$ cat config.mk
export PLATFORM = sky130hd
export DESIGN_NAME = bms_top
export DESIGN_NICKNAME = d
export VERILOG_FILES = /design/src/design/bms_pkg.sv /design/src/design/bms_top.sv /design/src/design/bms_rx.sv
export SDC_FILE = /design/constraint.sdc
export NUM_CORES = 1
export LEC_CHECK = 0
export ABC_AREA = 1
export BUFFER_PORTS_ARGS = -buffer_cell sky130_fd_sc_hd__buf_2
export CAP_MARGIN = 10
export CORE_MARGIN = 2
export CORE_UTILIZATION = 37
export DETAILED_ROUTE_END_ITERATION = 16
export PLACE_DENSITY_LB_ADDON = 0.1
export SKIP_CTS_REPAIR_TIMING = 1
export SYNTH_ARGS = -nofsm -noshare
export SYNTH_HDL_FRONTEND = slang
export SYNTH_SLANG_ARGS = --single-unit
$ cat constraint.sdc
create_clock -name CORE_CLK -period 2.4 [get_ports CORE_CLK]
set_input_delay 0.24 -clock CORE_CLK [delete_from_list [all_inputs] [get_ports CORE_CLK]]
set_output_delay 0.24 -clock CORE_CLK [all_outputs]
set_load 0.05 [all_outputs]
$ cat src/design/bms_pkg.sv
// Package of constants and types for the boot mode select and autobaud block
package bms_pkg;
  // Register word offsets (byte addresses)
  localparam logic [3:0] OFS_MODE = 4'h0;
  localparam logic [3:0] OFS_BAUD = 4'h4;
  localparam logic [3:0] OFS_RXDATA = 4'h8;
  // Field positions in mode register
  localparam int BIT_EXP = 0;
  localparam int BIT_SPC = 1;
  localparam int BIT_BOOT = 2;
  localparam int BIT_SEC = 3;
  // Field positions in baud/status register
  localparam int BIT_SLOW = 0;
  localparam int BIT_FIRST = 1;
  localparam int BIT_FERR = 2;
  localparam int BIT_RXV = 3;
  // Bit times counted in core clocks for the default and the slow rate
  localparam int E_CLK_HZ = 25000000;
  localparam int BAUD_FAST = 7812;
  localparam int BAUD_SLOW = 1200;
  localparam int BIT_CYC_FAST = E_CLK_HZ / BAUD_FAST;
  localparam int BIT_CYC_SLOW = E_CLK_HZ / BAUD_SLOW;
  localparam logic [7:0] CHAR_ONES = 8'hFF;
  localparam logic [7:0] CHAR_SLOW_A = 8'hC0;
  localparam logic [7:0] CHAR_SLOW_B = 8'hE0;
  // Vector fetch address line forced low in special modes
  localparam int VEC_ADDR_BIT = 14;
  typedef enum logic [3:0] {
    BMS_IDLE = 4'h1,
    BMS_START = 4'h2,
    BMS_DATA = 4'h4,
    BMS_STOP = 4'h8
  } bms_rx_state_t;
endpackage

$ cat src/design/bms_top.sv
// Boot mode select with mode latch, boot ROM enable, vector relocation and autobaud
`timescale 1ns/100ps

// Summary of operation
// - The mode-A pin is latched into the expanded select bit at reset release.
// - The special select bit is loaded with the inverted mode-B pin at reset release.
// - Pin pairs decode to the four modes and only special bootstrap enables the boot ROM.
// - Boot ROM enable is writable only in special modes and reads zero in normal modes.
// - The boot ROM is mapped only while its enable bit is set.
// - Boot ROM enable resets to one in special bootstrap and zero otherwise.
// - In special modes address line 14 is forced low on vector fetches.
// - Mode control bits are software writable only in special modes.
// - With security programmed the mode-A pin is ignored and mode-B alone selects the mode.
// - The receiver confirms the start bit at mid-bit, samples data mid-bit and checks the stop bit.
// - A first character of C0 or E0 selects the slow rate.
// - A first character of all ones keeps the default rate.
module bms_top (
  input wire logic CORE_CLK,
  input wire logic RESETN,
  input wire logic CLK_EN,
  input wire logic MODE_PIN_A,
  input wire logic MODE_PIN_B,
  input wire logic SECURITY_DISABLE_BIT,
  input wire logic RXD,
  input wire logic VEC_FETCH,
  input wire logic [15:0] CPU_ADDR,
  input wire logic [3:0] AVS_ADDRESS,
  input wire logic AVS_READ,
  input wire logic AVS_WRITE,
  input wire logic [31:0] AVS_WRITEDATA,
  input wire logic [3:0] AVS_BYTEENABLE,
  output logic [31:0] AVS_READDATA,
  output logic AVS_WAITREQUEST,
  output logic [15:0] MEM_ADDR,
  output logic BOOT_ROM_SEL,
  output logic EXPANDED_SELECT_BIT,
  output logic SPECIAL_SELECT_BIT,
  output logic BOOT_ROM_ENABLE_BIT,
  output logic SLOW_BAUD
);
  typedef struct packed {
    logic strap_done;
    logic exp;
    logic spc;
    logic boot;
    logic slow;
    logic first_seen;
    logic ferr;
    logic rxv;
    logic [7:0] rxdata;
    logic wreq;
    logic [31:0] rdata;
    logic [15:0] addr;
    logic rom_sel;
  } bms_s_t;

  // Waitrequest idles high, so it leaves reset high as well
  localparam bms_s_t RST_S = '{wreq: 1'b1, default: '0};
  bms_s_t s_reg;
  bms_s_t s_next;
  logic rx_done;
  logic rx_ferr;
  logic [7:0] rx_data;
  logic req;
  logic wr_mode;
  logic strap_exp;
  logic strap_spc;

  bms_rx u_rx (
    .clk(CORE_CLK),
    .rst_n(RESETN),
    .ce(CLK_EN),
    .slow(s_reg.slow),
    .rxd(RXD),
    .done(rx_done),
    .ferr(rx_ferr),
    .data(rx_data)
  );

  always_comb
  begin
    s_next = s_reg;
    // Waitrequest drops for the one cycle after a request is taken
    req = (AVS_READ || AVS_WRITE) && s_reg.wreq;
    s_next.wreq = !req;
    // Security forces the single-chip side of the pin pair
    strap_exp = SECURITY_DISABLE_BIT ? MODE_PIN_A : 1'b0;
    strap_spc = !MODE_PIN_B;
    if (!s_reg.strap_done)
    begin
      // Strap caught on the first enabled edge after release
      s_next.strap_done = 1'b1;
      s_next.exp = strap_exp;
      s_next.spc = strap_spc;
      s_next.boot = strap_spc && !strap_exp;
    end
    wr_mode = req && AVS_WRITE && AVS_ADDRESS == bms_pkg::OFS_MODE && AVS_BYTEENABLE[0] && s_reg.strap_done;
    if (wr_mode && s_reg.spc)
    begin
      s_next.exp = AVS_WRITEDATA[bms_pkg::BIT_EXP];
      s_next.spc = AVS_WRITEDATA[bms_pkg::BIT_SPC];
      // Enable never outlives special select, so it is gated by the written select bit
      s_next.boot = AVS_WRITEDATA[bms_pkg::BIT_BOOT] && AVS_WRITEDATA[bms_pkg::BIT_SPC];
    end
    // Leaving special mode drops the boot ROM enable
    if (s_reg.strap_done && !s_reg.spc)
      s_next.boot = 1'b0;
    if (rx_done)
    begin
      s_next.rxdata = rx_data;
      s_next.rxv = 1'b1;
      s_next.ferr = rx_ferr;
      if (!s_reg.first_seen)
      begin
        s_next.first_seen = 1'b1;
        if (rx_data == bms_pkg::CHAR_SLOW_A || rx_data == bms_pkg::CHAR_SLOW_B)
          s_next.slow = 1'b1;
        else if (rx_data == bms_pkg::CHAR_ONES)
          s_next.slow = 1'b0;
      end
    end
    else if (req && AVS_READ && AVS_ADDRESS == bms_pkg::OFS_RXDATA)
      s_next.rxv = 1'b0;
    if (req && AVS_READ)
    begin
      case (AVS_ADDRESS)
        bms_pkg::OFS_MODE:
          s_next.rdata = {28'h0000000, !SECURITY_DISABLE_BIT, s_reg.boot && s_reg.spc, s_reg.spc, s_reg.exp};
        bms_pkg::OFS_BAUD:
          s_next.rdata = {28'h0000000, s_reg.rxv, s_reg.ferr, s_reg.first_seen, s_reg.slow};
        bms_pkg::OFS_RXDATA:
          s_next.rdata = {24'h000000, s_reg.rxdata};
        default:
          s_next.rdata = 32'h00000000;
      endcase
    end
    s_next.addr = CPU_ADDR;
    if (VEC_FETCH && s_reg.spc)
      s_next.addr[bms_pkg::VEC_ADDR_BIT] = 1'b0;
    s_next.rom_sel = s_reg.boot && s_reg.spc;
  end

  always_ff @(posedge CORE_CLK or negedge RESETN)
  begin
    if (!RESETN)
      s_reg <= RST_S;
    else if (CLK_EN)
      s_reg <= s_next;
  end

  // Wait one cycle so read data comes straight from a flop
  assign AVS_WAITREQUEST = s_reg.wreq;
  assign AVS_READDATA = s_reg.rdata;
  assign MEM_ADDR = s_reg.addr;
  assign BOOT_ROM_SEL = s_reg.rom_sel;
  assign EXPANDED_SELECT_BIT = s_reg.exp;
  assign SPECIAL_SELECT_BIT = s_reg.spc;
  assign BOOT_ROM_ENABLE_BIT = s_reg.boot;
  assign SLOW_BAUD = s_reg.slow;

  // Strap capture; sampled RESETN keeps the release edge itself out, the design is still in reset there
  a_strap_latch: assert property (
    @(posedge CORE_CLK) disable iff (!RESETN)
    (RESETN && CLK_EN && !s_reg.strap_done)
    |=> (EXPANDED_SELECT_BIT == ($past(MODE_PIN_A) && $past(SECURITY_DISABLE_BIT))))
    else $error("expanded select not latched from pin");

  a_special_inv: assert property (
    @(posedge CORE_CLK) disable iff (!RESETN)
    (RESETN && CLK_EN && !s_reg.strap_done)
    |=> (SPECIAL_SELECT_BIT == !$past(MODE_PIN_B)))
    else $error("special select not inverse of pin");

  a_mode_decode: assert property (
    @(posedge CORE_CLK) disable iff (!RESETN)
    (RESETN && CLK_EN && !s_reg.strap_done && SECURITY_DISABLE_BIT && !MODE_PIN_B && MODE_PIN_A)
    |=> (EXPANDED_SELECT_BIT && SPECIAL_SELECT_BIT && !BOOT_ROM_ENABLE_BIT))
    else $error("special test decode wrong");

  a_expand_decode: assert property (
    @(posedge CORE_CLK) disable iff (!RESETN)
    (RESETN && CLK_EN && !s_reg.strap_done && SECURITY_DISABLE_BIT && MODE_PIN_B && MODE_PIN_A)
    |=> (EXPANDED_SELECT_BIT && !SPECIAL_SELECT_BIT && !BOOT_ROM_ENABLE_BIT))
    else $error("normal expanded decode wrong");

  a_boot_reset: assert property (
    @(posedge CORE_CLK) disable iff (!RESETN)
    (RESETN && CLK_EN && !s_reg.strap_done && (MODE_PIN_B || (MODE_PIN_A && SECURITY_DISABLE_BIT)))
    |=> !BOOT_ROM_ENABLE_BIT)
    else $error("boot enable set outside bootstrap");

  a_boot_set: assert property (
    @(posedge CORE_CLK) disable iff (!RESETN)
    (RESETN && CLK_EN && !s_reg.strap_done && !MODE_PIN_B && !(MODE_PIN_A && SECURITY_DISABLE_BIT))
    |=> BOOT_ROM_ENABLE_BIT)
    else $error("boot enable clear in bootstrap");

  a_sec_ignore: assert property (
    @(posedge CORE_CLK) disable iff (!RESETN)
    (RESETN && CLK_EN && !s_reg.strap_done && !SECURITY_DISABLE_BIT)
    |=> !EXPANDED_SELECT_BIT)
    else $error("mode pin a not ignored when secured");

  a_mode_hold: assert property (
    @(posedge CORE_CLK) disable iff (!RESETN)
    (s_reg.strap_done && !s_reg.spc)
    |=> ($stable(s_reg.exp) && !s_reg.spc))
    else $error("mode bits changed in normal mode");

  // Software writes to the mode word, taken only in special modes
  a_spc_wr_set: assert property (
    @(posedge CORE_CLK) disable iff (!RESETN)
    (CLK_EN && s_reg.wreq && AVS_WRITE && AVS_ADDRESS == 4'h0 && AVS_BYTEENABLE[0] && s_reg.strap_done &&
      s_reg.spc && AVS_WRITEDATA[1])
    |=> SPECIAL_SELECT_BIT)
    else $error("special select write lost");

  a_spc_wr_clr: assert property (
    @(posedge CORE_CLK) disable iff (!RESETN)
    (CLK_EN && s_reg.wreq && AVS_WRITE && AVS_ADDRESS == 4'h0 && AVS_BYTEENABLE[0] && s_reg.strap_done &&
      s_reg.spc && !AVS_WRITEDATA[1])
    |=> !SPECIAL_SELECT_BIT)
    else $error("special select clear lost");

  a_exp_wr_set: assert property (
    @(posedge CORE_CLK) disable iff (!RESETN)
    (CLK_EN && s_reg.wreq && AVS_WRITE && AVS_ADDRESS == 4'h0 && AVS_BYTEENABLE[0] && s_reg.strap_done &&
      s_reg.spc && AVS_WRITEDATA[0])
    |=> EXPANDED_SELECT_BIT)
    else $error("expanded select write lost");

  a_boot_wr_set: assert property (
    @(posedge CORE_CLK) disable iff (!RESETN)
    (CLK_EN && s_reg.wreq && AVS_WRITE && AVS_ADDRESS == 4'h0 && AVS_BYTEENABLE[0] && s_reg.strap_done &&
      s_reg.spc && AVS_WRITEDATA[1] && AVS_WRITEDATA[2])
    |=> BOOT_ROM_ENABLE_BIT)
    else $error("boot enable write lost");

  a_boot_normal: assert property (
    @(posedge CORE_CLK) disable iff (!RESETN)
    (s_reg.strap_done && !s_reg.spc)
    |-> !BOOT_ROM_ENABLE_BIT)
    else $error("boot enable set in normal mode");

  // Memory map and vector fetches
  a_rom_map: assert property (
    @(posedge CORE_CLK) disable iff (!RESETN)
    (CLK_EN && s_reg.strap_done)
    |=> (BOOT_ROM_SEL == $past(BOOT_ROM_ENABLE_BIT)))
    else $error("boot rom map does not follow enable");

  a_rom_unmap: assert property (
    @(posedge CORE_CLK) disable iff (!RESETN)
    (CLK_EN && !BOOT_ROM_ENABLE_BIT)
    |=> !BOOT_ROM_SEL)
    else $error("boot rom mapped while disabled");

  a_vec_reloc: assert property (
    @(posedge CORE_CLK) disable iff (!RESETN)
    (CLK_EN && VEC_FETCH && s_reg.spc)
    |=> !MEM_ADDR[14])
    else $error("vector address line not forced low");

  a_vec_normal: assert property (
    @(posedge CORE_CLK) disable iff (!RESETN)
    (RESETN && CLK_EN && VEC_FETCH && !s_reg.spc)
    |=> (MEM_ADDR == $past(CPU_ADDR)))
    else $error("vector moved in normal mode");

  a_addr_pass: assert property (
    @(posedge CORE_CLK) disable iff (!RESETN)
    (RESETN && CLK_EN && !VEC_FETCH)
    |=> (MEM_ADDR == $past(CPU_ADDR)))
    else $error("plain fetch address altered");

  // First character and rate choice
  a_slow_pick: assert property (
    @(posedge CORE_CLK) disable iff (!RESETN)
    (CLK_EN && rx_done && !s_reg.first_seen && (rx_data == 8'hC0 || rx_data == 8'hE0))
    |=> SLOW_BAUD)
    else $error("slow rate not selected");

  a_first_mark: assert property (
    @(posedge CORE_CLK) disable iff (!RESETN)
    (CLK_EN && rx_done)
    |=> s_reg.first_seen)
    else $error("first character not marked");

  a_fast_keep: assert property (
    @(posedge CORE_CLK) disable iff (!RESETN)
    (CLK_EN && rx_done && !s_reg.first_seen && rx_data == 8'hFF)
    |=> !SLOW_BAUD)
    else $error("default rate not kept");

  a_rate_hold: assert property (
    @(posedge CORE_CLK) disable iff (!RESETN)
    (CLK_EN && s_reg.first_seen)
    |=> $stable(SLOW_BAUD))
    else $error("rate changed after first character");

  a_rx_flag: assert property (
    @(posedge CORE_CLK) disable iff (!RESETN)
    (CLK_EN && rx_done)
    |=> (s_reg.rxv && (s_reg.ferr == $past(rx_ferr))))
    else $error("received character not flagged");
endmodule

$ cat src/design/bms_rx.sv
// Serial receiver with start confirm, mid-bit sampling and stop framing check
`timescale 1ns/100ps
module bms_rx #(
  parameter int FAST_CYC = bms_pkg::BIT_CYC_FAST,
  parameter int SLOW_CYC = bms_pkg::BIT_CYC_SLOW
) (
  input wire logic clk,
  input wire logic rst_n,
  input wire logic ce,
  input wire logic slow,
  input wire logic rxd,
  output logic done,
  output logic ferr,
  output logic [7:0] data
);
  typedef struct packed {
    bms_pkg::bms_rx_state_t st;
    logic [15:0] cnt;
    logic [2:0] idx;
    logic [7:0] sh;
    logic rxd_d;
    logic done;
    logic ferr;
    logic [7:0] data;
  } bms_rx_s_t;

  bms_rx_s_t s_reg;
  bms_rx_s_t s_next;
  logic [15:0] bit_cyc;
  logic [15:0] half_cyc;

  always_comb
  begin
    bit_cyc = slow ? 16'(SLOW_CYC) : 16'(FAST_CYC);
    half_cyc = {1'b0, bit_cyc[15:1]};
    s_next = s_reg;
    s_next.rxd_d = rxd;
    s_next.done = 1'b0;
    case (s_reg.st)
      bms_pkg::BMS_IDLE:
      begin
        // Falling edge of start bit
        if (s_reg.rxd_d && !rxd)
        begin
          s_next.st = bms_pkg::BMS_START;
          s_next.cnt = half_cyc;
        end
      end
      bms_pkg::BMS_START:
      begin
        if (s_reg.cnt <= 16'h0001)
        begin
          // Mid-bit confirm; a glitch returns to idle
          s_next.st = rxd ? bms_pkg::BMS_IDLE : bms_pkg::BMS_DATA;
          s_next.cnt = bit_cyc;
          s_next.idx = 3'h0;
        end
        else
          s_next.cnt = s_reg.cnt - 16'h0001;
      end
      bms_pkg::BMS_DATA:
      begin
        if (s_reg.cnt <= 16'h0001)
        begin
          s_next.sh = {rxd, s_reg.sh[7:1]};
          s_next.cnt = bit_cyc;
          s_next.idx = s_reg.idx + 3'h1;
          if (s_reg.idx == 3'h7)
            s_next.st = bms_pkg::BMS_STOP;
        end
        else
          s_next.cnt = s_reg.cnt - 16'h0001;
      end
      bms_pkg::BMS_STOP:
      begin
        if (s_reg.cnt <= 16'h0001)
        begin
          s_next.st = bms_pkg::BMS_IDLE;
          s_next.done = 1'b1;
          s_next.ferr = !rxd;
          s_next.data = s_reg.sh;
        end
        else
          s_next.cnt = s_reg.cnt - 16'h0001;
      end
      default:
        s_next.st = bms_pkg::BMS_IDLE;
    endcase
  end

  always_ff @(posedge clk or negedge rst_n)
  begin
    if (!rst_n)
    begin
      s_reg <= '{st: bms_pkg::BMS_IDLE, cnt: 16'h0000, idx: 3'h0, sh: 8'h00,
                 rxd_d: 1'b1, done: 1'b0, ferr: 1'b0, data: 8'h00};
    end
    else if (ce)
      s_reg <= s_next;
  end

  assign done = s_reg.done;
  assign ferr = s_reg.ferr;
  assign data = s_reg.data;

  a_stop_frame: assert property (@(posedge clk) disable iff (!rst_n)
    (ce && s_reg.st == bms_pkg::BMS_STOP && s_reg.cnt <= 16'h0001) |=> (done && ferr == !$past(rxd)))
    else $error("stop bit framing not reported");
endmodule

; ---- Yosys cells after proc, flatten, opt, wreduce, memory -nomap -nowiden
; Index checks and enable logic that the tools add are counted.
; W data, S select, Z words.
[op_classes]
mux = 26
eq_ne = 18
n_bitwise = 1
n_addsub = 2
n_lt_le_gt_ge = 1
n_reduce_logical = 39
[ops]
columns = operator, n
row1 = $pmux W16 S3, 1
row2 = $mux W16, 2
row3 = $eq A8 B8 Y1 const B, 3
row4 = $pmux W8 S3, 1
row5 = $mux W10, 2
row6 = $mux W20, 1
row7 = $le A16 B1 Y1 const B, 1
row8 = $mux W4, 4
row9 = $pmux W4 S4, 1
row10 = $sub A16 B1 Y16 const B, 1
row11 = $mux W15, 1
row12 = $logic_and A1 B1 Y1, 14
row13 = $mux W3, 4
row14 = $ne A2 B1 Y1 const B, 6
row15 = $reduce_and A4 Y1, 3
row16 = $mux W11, 1
row17 = $reduce_and A2 Y1, 5
row18 = $eq A4 B3 Y1 const B, 2
row19 = $eq A4 B4 Y1 const B, 2
row20 = $mux W1, 7
row21 = $logic_not A1 Y1, 6
row22 = $pmux W3 S2, 1
row23 = $reduce_and A3 Y1, 2
row24 = $reduce_and A6 Y1, 1
row25 = 12 further kinds, 15
[word_totals]
wordCells = 108
out_inout_bits = 54
in_bits = 66
ff_bits = 108

; ---- Longest topological paths before layout
; Gate-level depths: netlist of run 1.
[logic_depth]
ltp_word = 9
ltp_mapped = 13
mapped_depth_nobuf = 12

; ---- Modules after synthesis
; From an unflattened synthesis of run 1, not the netlist that was laid out.
[hier_totals]
cells_unflattened = 660
hier_area_um2 = 4933.5
[by_module_without_submodules]
columns = module, seq_area_each_um2, area_per_inst_um2, cells_per_inst, instances
row1 = bms_rx, 1053.5, 2677.6, 370, 1
row2 = bms_top, 1052.3, 2255.9, 290, 1

; ---- Least setup slack after synthesis of run 1
; OpenSTA, ideal clock, no wires.
[synth_path]
kind = register -> register
startpoint = register u_rx.s_reg[22] (netlist bit)
endpoint = register u_rx.s_reg[28] (netlist bit)
t_arrival_ps = 1595
path_slack_ps = 688
period_less_slack_ps = 1712
t_required_ps = 2283
path_stages_with_launch = 13
path_buffers = 1
path_cell_list = dfrtp_1 > inv_1 > ha_1 > inv_2 > nand2_1 > nand2_1 > nor2_2 > nand3_4 > nor2_2 > nor2_2 > buf_4 > nor2_1 > nor2_1
[synth_between]
elab_chain_cells = 3
[synth_rtl]
columns = item, line
row1 = start: declaration, bms_rx.sv:27  ; bms_rx_s_t s_reg;
row2 = start signal: assignment, bms_rx.sv:95  ; s_reg <= '{st: bms_pkg::BMS_IDLE, cnt: 16'h0000, idx: 3'h0, sh: 8'h00,
row3 = start signal: assignment, bms_rx.sv:99  ; s_reg <= s_next;
row4 = $sub A16 B1 Y16 or $le A16 B1 Y1 (tied branches), n/a
row5 = "$mux W16, or another cell as far along", bms_rx.sv:76  ; if (s_reg.cnt <= 16'h0001)
row6 = $pmux W16 S3 or $reduce_and A4 Y1 (tied branches), n/a
; Several ways; a longest one is shown, not always the timed one. The select of a mux whose other input is x is not followed.
; A chain may end at the register's enable or synchronous reset.

; ---- Worst setup path in the final report of run 1
[layout_path]
startpoint = register u_rx.s_reg[22] (netlist bit)
endpoint = register u_rx.s_reg[15] (netlist bit)
[layout_between]
elab_chain_cells = 2
[layout_rtl]
columns = item, line
row1 = $le A16 B1 Y1, bms_rx.sv:63  ; if (s_reg.cnt <= 16'h0001)
row2 = $reduce_and A3 Y1 (no source line), n/a
; No other way between the ends.

==> key figures, run 1 <==
Layout
  • Layout cells sized above 1: a little under a fifth
  • Fin cells: approximately 840
  • Largest register FFs: 32
  • Final instance area: 5300 um2
  • Fin util: 42.2%
  • Area Overhead vs Synth: 11.7%
  • N_diodes: 0
  • Layout net count: about 730

Run
  • Number of max-cap violations: 0

GRT
  • Total gr overflow: 0
  • Largest net degree at the start of global routing: 85
  • Number of global-route vias before repair: 3,681
  • GRT Total Usage: around 16%
  • Global-route wire length before repair: 18,100 um
  • Initial antenna violation count: 1

Clocking
  • Max Buffers Root-to-Sink: 2
  • Total CTS buffers: 9
  • CTS sink cnt: 84
  • CTS tree: built
  • Clock-pin transition on the worst setup and hold timing paths: 0.06 ns
  • H-tree depth: 3
  • Worst skew pair latency: 0.34 ns
  • Clock root buffer: clkbuf_16

Critical path
  • Flop2flop setup slack: between 0.3 and 0.4 ns
  • Worst path required time: 2.61 ns
  • Critical path data arrival time: 2.31 ns
  • Max stage delay cell, worst path: dfrtp_1
  • Worst-path cell chain: inv_1 -> ha_1 -> buf_4 -> nor2_1 -> nor2_1 -> nand2_1 -> nor2_1 -> nand4_2 -> nand2_1 -> o21ai_1
  • CP peak stage delay: about 0.42 ns
  • Crit path top cell by count: nor2_1
  • CP max FO: 18
  • WS Path Type: reg -> reg
  • Crit. End Element: flip-flop
  • CP Launch Type: flip-flop

Synth
  • Post-synthesis area per instance: roughly 7.6 um2
  • Top post-synthesis cells by count: 207 x nand2_1, 81 x dfrtp_1, 60 x nor2_1, 53 x inv_1, 50 x buf_4
  • Yosys top cell by area: dfrtp_1
  • Sequential share of the synthesized area: 44.3%
  • Largest cells by area after synthesis: dfrtp_1 43%, nand2_1 16%, buf_4 7.9%, nor2_1 4.7%, inv_1 4.2%
  • Yosys reg bits: 84
  • Top cell type's share of synthesized area: 42.7%
  • Cell with the most instances after synthesis: nand2_1
  • Post-Synthesis Cells: 621
  • Synthesized cell area: 4750 um2
  • Asr flop ratio synth: 100%
  • Yosys cell types: 38
  • Top FF cell, synth: dfrtp_1
  • Post-synth EDFFs: 0
  • Count of synthesis-stage warnings from yosys: 0

Place
  • Dpl hpwl: 7790 um
  • Placed inst area: 4990 um2
  • Port Buffer Count: between 60 and 70
  • Placed Cells: 824
  • GP Congestion: 0.862

Power and ir drop
  • Internal power: 2930 uW
  • Leak pwr: 0.00275 uW
  • Clock Power Share: ~29%
  • Sw power: 1970 uW
  • Cell Pwr Density: ~920 nW/um2
  • VDD IR-drop max: 0.368 mV
  • Sequential share of power: 36.5%
  • Power share of the combinational group: 34.6%
  • Switching share of power: 40.2%

Floorplan
  • Core Area: between 10,000 and 15,000 um2
  • Die height: about 120 um
  • Die ar.: 13,800 um2
  • Io pins: 120
  • Std cell rows: 41
  • Starting density of the core: between 30 and 40%
  • Die Wd: 117 um

Route
  • Initial DRC count: 193
  • DRC errors left: 0
  • First-pass DRT Iterations: 7
  • DRT Wirelength: 10,800 um
  • Vias/cell: 4.67
  • Antenna-violating nets left: 0
  • DR vias: 3,926
  • Avg WL per Cell: about 13 um

STA
  • Pins Over Slew Limit: 0
  • Worst-margin pin slew: 0.672 ns
  • RSZ-0062 raised after global routing: no
  • Min Hold Slack: 0.0984 ns
  • Worst Skew: 0.00384 ns
  • Top achievable clock speed: 478 MHz
  • Tcrit/Tclk final: 87.2%
  • Slew margin rel.: 54.8%
  • Setup TNS: 0 ns
  • Min Tclk post-route: 2.09 ns
  • Setup violators final: 0
  • Final number of hold-violating endpoints: 0

Hold path
  • Worst Hold Class: in -> reg

Outcome
  • Status: finished, final reports clean
## power groups by stage
stage	Sequential [uW]	Clock (uW)	Combinational, uW
finish	1790	1420	1690
CTS	1790	1480	1710
detailed placement	1810	0	1700
global placement	1810	0	1680
floorplan	1770	0	1400
global route	1820	1530	1930
## cells in the final DEF, fill, tap and decap left out, types with 12 or more instances in the layout
cell,count
nand2_1,207
dfrtp_1,81
buf_2,62
nor2_1,60
inv_1,53
nand3_1,35
conb_1,24
o21ai_0,23
o21ai_1,17
o21ai_2,12
## cell families (layout without fill, tap and decap cells)
logic type | Yosys count | after routing | synth area share, %
AND/OR/NAND/NOR | 343 | 343 | 31.2
multiplexers | 3 | 3 | 0.711
adder cells (fa/ha/maj) | 4 | 4 | 1.05
XOR/XNOR | 3 | 3 | 0.553
other | 1 | 24 | 0.0790
flip-flops | 84 | 84 | 44.3
buffers and inverters | 116 | 141 | 13.6
AO/OA/AOI/OAI | 67 | 67 | 8.38
## worst max-delay path: cells and delay by family, from the launching register on
kind | cells | cell delay, ns
AND/OR/NAND/NOR | 6 | 0.97
flip-flops | 1 | 0.42
buffers and inverters | 2 | 0.27
adder cells (fa/ha/maj) | 1 | 0.24
AO/OA/AOI/OAI | 1 | 0.08
## worst paths after layout
check,depth (start not counted),start,end
worst max-delay path,10,u_rx.s_reg[22],u_rx.s_reg[15]
worst min-delay path,3,CPU_ADDR[6],MEM_ADDR[6]
worst max register to register,10,u_rx.s_reg[22],u_rx.s_reg[15]
worst min register to register,2,MEM_ADDR[13],MEM_ADDR[13]
max in group asynchronous,3,RESETN,u_rx.s_reg[38]
min in group asynchronous,3,RESETN,AVS_READDATA[4]
## per-layer routing
| metal | global-route usage, % | vias up | routed length (um) |
|---|---|---|---|
| li1 | - | 1984 | - |
| met5 | 0 | - | 7 |
| met3 | 2.92 | 13 | 360 |
| met2 | 26.3 | 74 | 5140 |
| met4 | 6.10 | 2 | 174 |
| met1 | 22.0 | 1853 | 5110 |
## stage by stage
step / worst slack, ns / power (uW)
global route: 0.0471 / 5280
floorplan: 0.688 / 3170
finish: 0.308 / 4900
global placement: 0.201 / 3490
detailed placement: 0.139 / 3510
CTS: 0.138 / 4970
## cell type report
cell class	instances	area, um2
fillers	1359	7260
flip-flops and latches	84	2110
multi-input cells	444	2090
repair buffers	71	393
clock buffers	11	243
well taps	172	215
inverters	54	203
clock inverters	5	57.6
Power figures use the tool's default switching activity.
==> inputs of run 2 (changes only) <==
- RECOVER_POWER: default -> 25
==> run 2 against run 1 <==
Against the previous run: sequential share of layout area rose by 0.13 points; via count rose by 0.10%; non-clock buffer count did not move.
==> key figures, run 2 (synthesis results as in run 1) <==
Outcome
  • Status: finished, final reports clean

Route
  • Vias/cell: 4.67
  • DRT Wirelength: between 10,000 and 15,000 um
  • Initial DRC count: between 150 and 200
  • Avg WL per Cell: 12.9 um
  • DR vias: ~3.9k
  • First-pass DRT Iterations: 4
  • Antenna-violating nets left: 0
  • DRC errors left: 0

STA
  • RSZ-0062 raised after global routing: no
  • Pins Over Slew Limit: 0
  • Worst-margin pin slew: 1.38 ns
  • Final WS setup: 0.282 ns
  • Setup TNS: 0 ns
  • Top achievable clock speed: roughly 470 MHz
  • Tcrit/Tclk final: 88.2%
  • Setup violators final: 0
  • Final number of hold-violating endpoints: 0
  • Min Tclk post-route: 2.12 ns
  • Worst Skew: 0.00442 ns
  • Slew margin rel.: approximately 8.1%

Power and ir drop
  • Sw power: 1970 uW
  • Sequential share of power: 36.5%
  • Internal power: 2930 uW
  • Switching share of power: approximately two fifths
  • VDD IR-drop max: between 0.3 and 0.4 mV
  • Power share of the combinational group: 34.6%
  • Clock Power Share: between 20 and 30%
  • Leak pwr: 0.00274 uW
  • Cell Pwr Density: 926 nW/um2

Hold path
  • Worst Hold Path EP: MEM_ADDR[6]
  • HP Start: CPU_ADDR[6]
  • Worst Hold Class: in -> reg
  • WHS Path Cells: 3

Run
  • Number of max-cap violations: 0

GRT
  • Largest net degree at the start of global routing: 85
  • GRT Total Usage: between 10% and 20%
  • Initial antenna violation count: 0
  • Number of global-route vias before repair: 3,681
  • Global-route wire length before repair: 18,100 um
  • Total gr overflow: 0

Clocking
  • CTS sink cnt: 84
  • Worst skew pair latency: 0.34 ns
  • CTS tree: built
  • Total CTS buffers: 9
  • Max Buffers Root-to-Sink: 2
  • H-tree depth: 3
  • Clock-pin transition on the worst setup and hold timing paths: 0.06 ns
  • Clock root buffer: clkbuf_16

Place
  • GP Congestion: 0.862
  • Dpl hpwl: 7790 um
  • Placed inst area: between 4000 and 5000 um2
  • Port Buffer Count: 63
  • Worst slack, placed: 0.139 ns

Critical path
  • Crit. End Element: flip-flop
  • CP Launch Type: primary input
  • Worst R2R Path Depth: 10
  • Worst path required time: 2.63 ns
  • CP max FO: 31
  • R2R Path End: u_rx.s_reg[15]
  • Worst r2r src: u_rx.s_reg[22]
  • Critical path data arrival time: around 2.3 ns
  • Flop2flop setup slack: 0.30 ns
  • WS Path Type: in -> reg

Layout
  • Most common cell after layout, fill and taps aside: nand2_1
  • Final instance area: 5290 um2
  • Largest register FFs: 32
  • Layout cells sized above 1: 18.7%
  • Area Overhead vs Synth: 11.3%
  • Most frequent cells in the layout: 207 x nand2_1, 81 x dfrtp_1, 61 x buf_2
  • N_diodes: 0
  • Layout net count: 734

Floorplan
  • Core Area: 12,600 um2
  • Starting density of the core: between 30% and 40%
  • Std cell rows: 41
  • Die height: 117 um
  • Die Wd: 117 um
  • Io pins: 120
  • Die ar.: 13,800 um2
## run 2: cell types whose count changed in the layout (fill, tap and decap cells not counted)
cell,change
clkbuf_4,+2
buf_12,-1
buf_2,-1
buf_4,-2
clkbuf_1,+2
## run 2: power by group through the flow
stage,logic [uW],registers [uW],clock network (uW)
floorplan,1400,1770,0
global placement,1680,1810,0
detailed placement,1700,1810,0
CTS,1710,1790,1480
global route,1930,1820,1530
finish,1690,1790,1420
## run 2: critical path, stage by stage
cell and delay (ns):
clkbuf_1 0.19, inv_1 0.13, clkbuf_1 1.02, nor2_1 0.37, mux2_2 0.38
## run 2: cell type report
cell class | count | area [um2]
Multi-Input combinational cell | 444 | 2090
Sequential cell | 84 | 2110
Clock inverter | 5 | 57.6
Clock buffer | 11 | 243
Timing Repair Buffer | 71 | 375
Tap cell | 172 | 215
Inverter | 54 | 203
Fill cell | 1362 | 7280
## run 2: stage by stage
step | utilization [%] | cells | total power, uW | hold slack [ns]
2_1_floorplan | - | 644 | 3170 | -0.0556
3_3_place_gp | 39.7 | 824 | 3490 | 0.316
3_5_place_dp | 39.7 | 824 | 3510 | 0.322
4_1_cts | 42.1 | 840 | 4970 | -0.0474
5_1_grt | 42.1 | 841 | 5280 | 0.0950
6_report | 42.1 | 841 | 4900 | 0.0975
## run 2: worst max-delay path by stage
stage,to,start
final,AVS_READDATA[0],CLK_EN
after global routing,u_rx.s_reg[15],u_rx.s_reg[22]
after global placement,u_rx.s_reg[30],u_rx.s_reg[22]
after detailed placement,u_rx.s_reg[30],u_rx.s_reg[22]
after CTS,u_rx.s_reg[30],u_rx.s_reg[22]
after floorplan,u_rx.s_reg[28],u_rx.s_reg[22]
## run 2: routing by layer
metal  share of wire, %  up-vias  track usage [%]
met3                3.7       10             2.92
met2                 48       68             26.3
met5                  0        -                0
li1                   -     1983                -
met4                1.6        0             6.10
met1                 47     1869             22.0
==> inputs of run 3 (changes only) <==
- CORE_UTILIZATION: 37 -> 54
- PLACE_DENSITY: default -> 0.92
- PLACE_DENSITY_LB_ADDON: 0.1 -> default
==> run 3 against run 2 <==
Against the previous run: the flow now finishes with violations (max-capacitance violations, max-slew violations); die area shrank 31%; sequential power is essentially flat; first-iteration DRC count rose by 44%; maximum frequency grew 3.0%; largest power group unchanged; highest routed layer unchanged; design area shrank 3.9%; critical path type is now reg -> reg; total power decreased by 6.6%; cell count shrank 8.1%.
==> key figures, run 3 (synthesis results as in run 1) <==
Critical path
  • Crit path launch: u_rx.s_reg[22]
  • Flop2flop setup slack: approximately 0.34 ns
  • CP Launch Type: flip-flop
  • Critical path data arrival time: 2.28 ns
  • Crit. End Element: flip-flop
  • Worst r2r src: u_rx.s_reg[22]
  • CP delay by family, top: simple AND/OR/NAND/NOR gates
  • Max stage delay cell, worst path: dfrtp_1
  • Worst path required time: 2.63 ns
  • CP peak stage delay: about 0.43 ns
  • Crit path top cell by count: nor2_1
  • CP max FO: 18
  • CP Buf/Inv Count: 2
  • Worst-path cell chain: inv_1 -> ha_1 -> buf_4 -> nor2_1 -> nor2_1 -> nand2_1 -> nor2_1 -> nand4_2 -> nand2_1 -> o21ai_1
  • WS Path Type: reg -> reg

Floorplan
  • Die Wd: about 98 um
  • Io pins: 120
  • Die height: 97.8 um
  • Die ar.: around 9600 um2
  • Std cell rows: 34
  • Core Area: 8640 um2
  • Starting density of the core: 55.0%

Power and ir drop
  • Cell Pwr Density: 900 nW/um2
  • VDD IR-drop max: 0.334 mV
  • Leak pwr: 0.00268 uW

GRT
  • Total gr overflow: 0
  • Initial antenna violation count: 0
  • Global-route wire length before repair: 17,700 um
  • Largest net degree at the start of global routing: 85
  • Number of global-route vias before repair: 3,954
  • GRT Total Usage: 22.5%

Layout
  • Most frequent cells in the layout: 207 x nand2_1, 81 x dfrtp_1, 61 x buf_2
  • Filler cell count: 739
  • Most common cell after layout, fill and taps aside: nand2_1
  • Layout cells sized above 1: 18.3%
  • Largest register FFs: 32
  • Layout net count: 730
  • Final instance area: 5080 um2
  • N_diodes: 0
  • Area Overhead vs Synth: 6.98%
  • Fin cells: 773

Route
  • Initial DRC count: approximately 230
  • DRC errors left: 0
  • DRT Wirelength: 10,100 um
  • Antenna-violating nets left: 0
  • DR vias: 4,083
  • First-pass DRT Iterations: 5
  • Vias/cell: between 5 and 6
  • Avg WL per Cell: 13.0 um

Hold path
  • HP Start: RXD
  • Worst Hold Class: in -> reg

STA
  • Setup violators final: 0
  • Final WS setup: approximately 0.34 ns
  • Min Tclk post-route: 2.06 ns
  • Slew margin rel.: -32.2%
  • Min Hold Slack: around 0.065 ns
  • Pins Over Slew Limit: 85
  • Final number of hold-violating endpoints: 0
  • Setup TNS: 0 ns
  • Worst-margin pin slew: approximately 2 ns
  • Worst Skew: 0.0141 ns
  • RSZ-0062 raised after global routing: no
  • Tcrit/Tclk final: 85.6%
  • Top achievable clock speed: 487 MHz

Outcome
  • Status: finished, violations left
  • Failing checks: max-capacitance violations, max-slew violations

Clocking
  • Clock root buffer: clkbuf_8
  • CTS sink cnt: 84
  • CTS tree: built
  • Max Buffers Root-to-Sink: 2
  • Clock-pin transition on the worst setup and hold timing paths: about 0.09 ns
  • Total CTS buffers: 9
  • Worst skew pair latency: 0.36 ns
  • H-tree depth: 3

Place
  • Placed inst area: just under 5000 um2
  • GP Congestion: 0.954
  • Dpl hpwl: between 7000 and 8000 um
  • Worst slack, placed: 0.199 ns
  • Port Buffer Count: 63
  • Placed Cells: 757

Run
  • Number of max-cap violations: 1
-- run 3: cell type report --
cell class | instances | area, um2 | area share [%]
sequential | 84 | 2110 | 41.4
multi-input combinational | 444 | 2090 | 41.1
timing repair buffer | 67 | 340 | 6.70
inverter | 54 | 203 | 3.99
clock buffer | 12 | 155 | 3.05
tap | 108 | 135 | 2.66
clock inverter | 4 | 55.1 | 1.08
-- run 3: power breakdown --
group | internal (uW) | total (uW) | leakage, uW | switching [uW]
logic | 487 | 1700 | 0.00149 | 1210
registers | 1590 | 1790 | 0.00109 | 199
clock network | 546 | 1080 | 0.000104 | 533
total | 2620 | 4570 | 0.00268 | 1950
-- run 3: through the flow --
stage	utilization, %	power, uW
after detailed placement	56.4	3480
after global routing	58.8	4870
after floorplan	-	3170
final	58.8	4570
after CTS	58.9	4560
after global placement	56.4	3410
-- run 3: worst paths after layout --
kind / to / cells after the start
hold / removal: u_rx.ferr / 2
setup reg to reg: u_rx.s_reg[13] / 10
max in group asynchronous: u_rx.data[4] / 1
min in group asynchronous: u_rx.s_reg[12] / 1
hold reg to reg: MEM_ADDR[1] / 2
setup / recovery: u_rx.s_reg[13] / 10
-- run 3: routing by layer --
layer	up-vias	GRT usage (%)	part of all wire, %
met2	137	38.8	50
met3	29	4.51	5.7
met5	-	0	0
met4	0	8.55	2.1
met1	1939	28.1	42
li1	1978	-	-
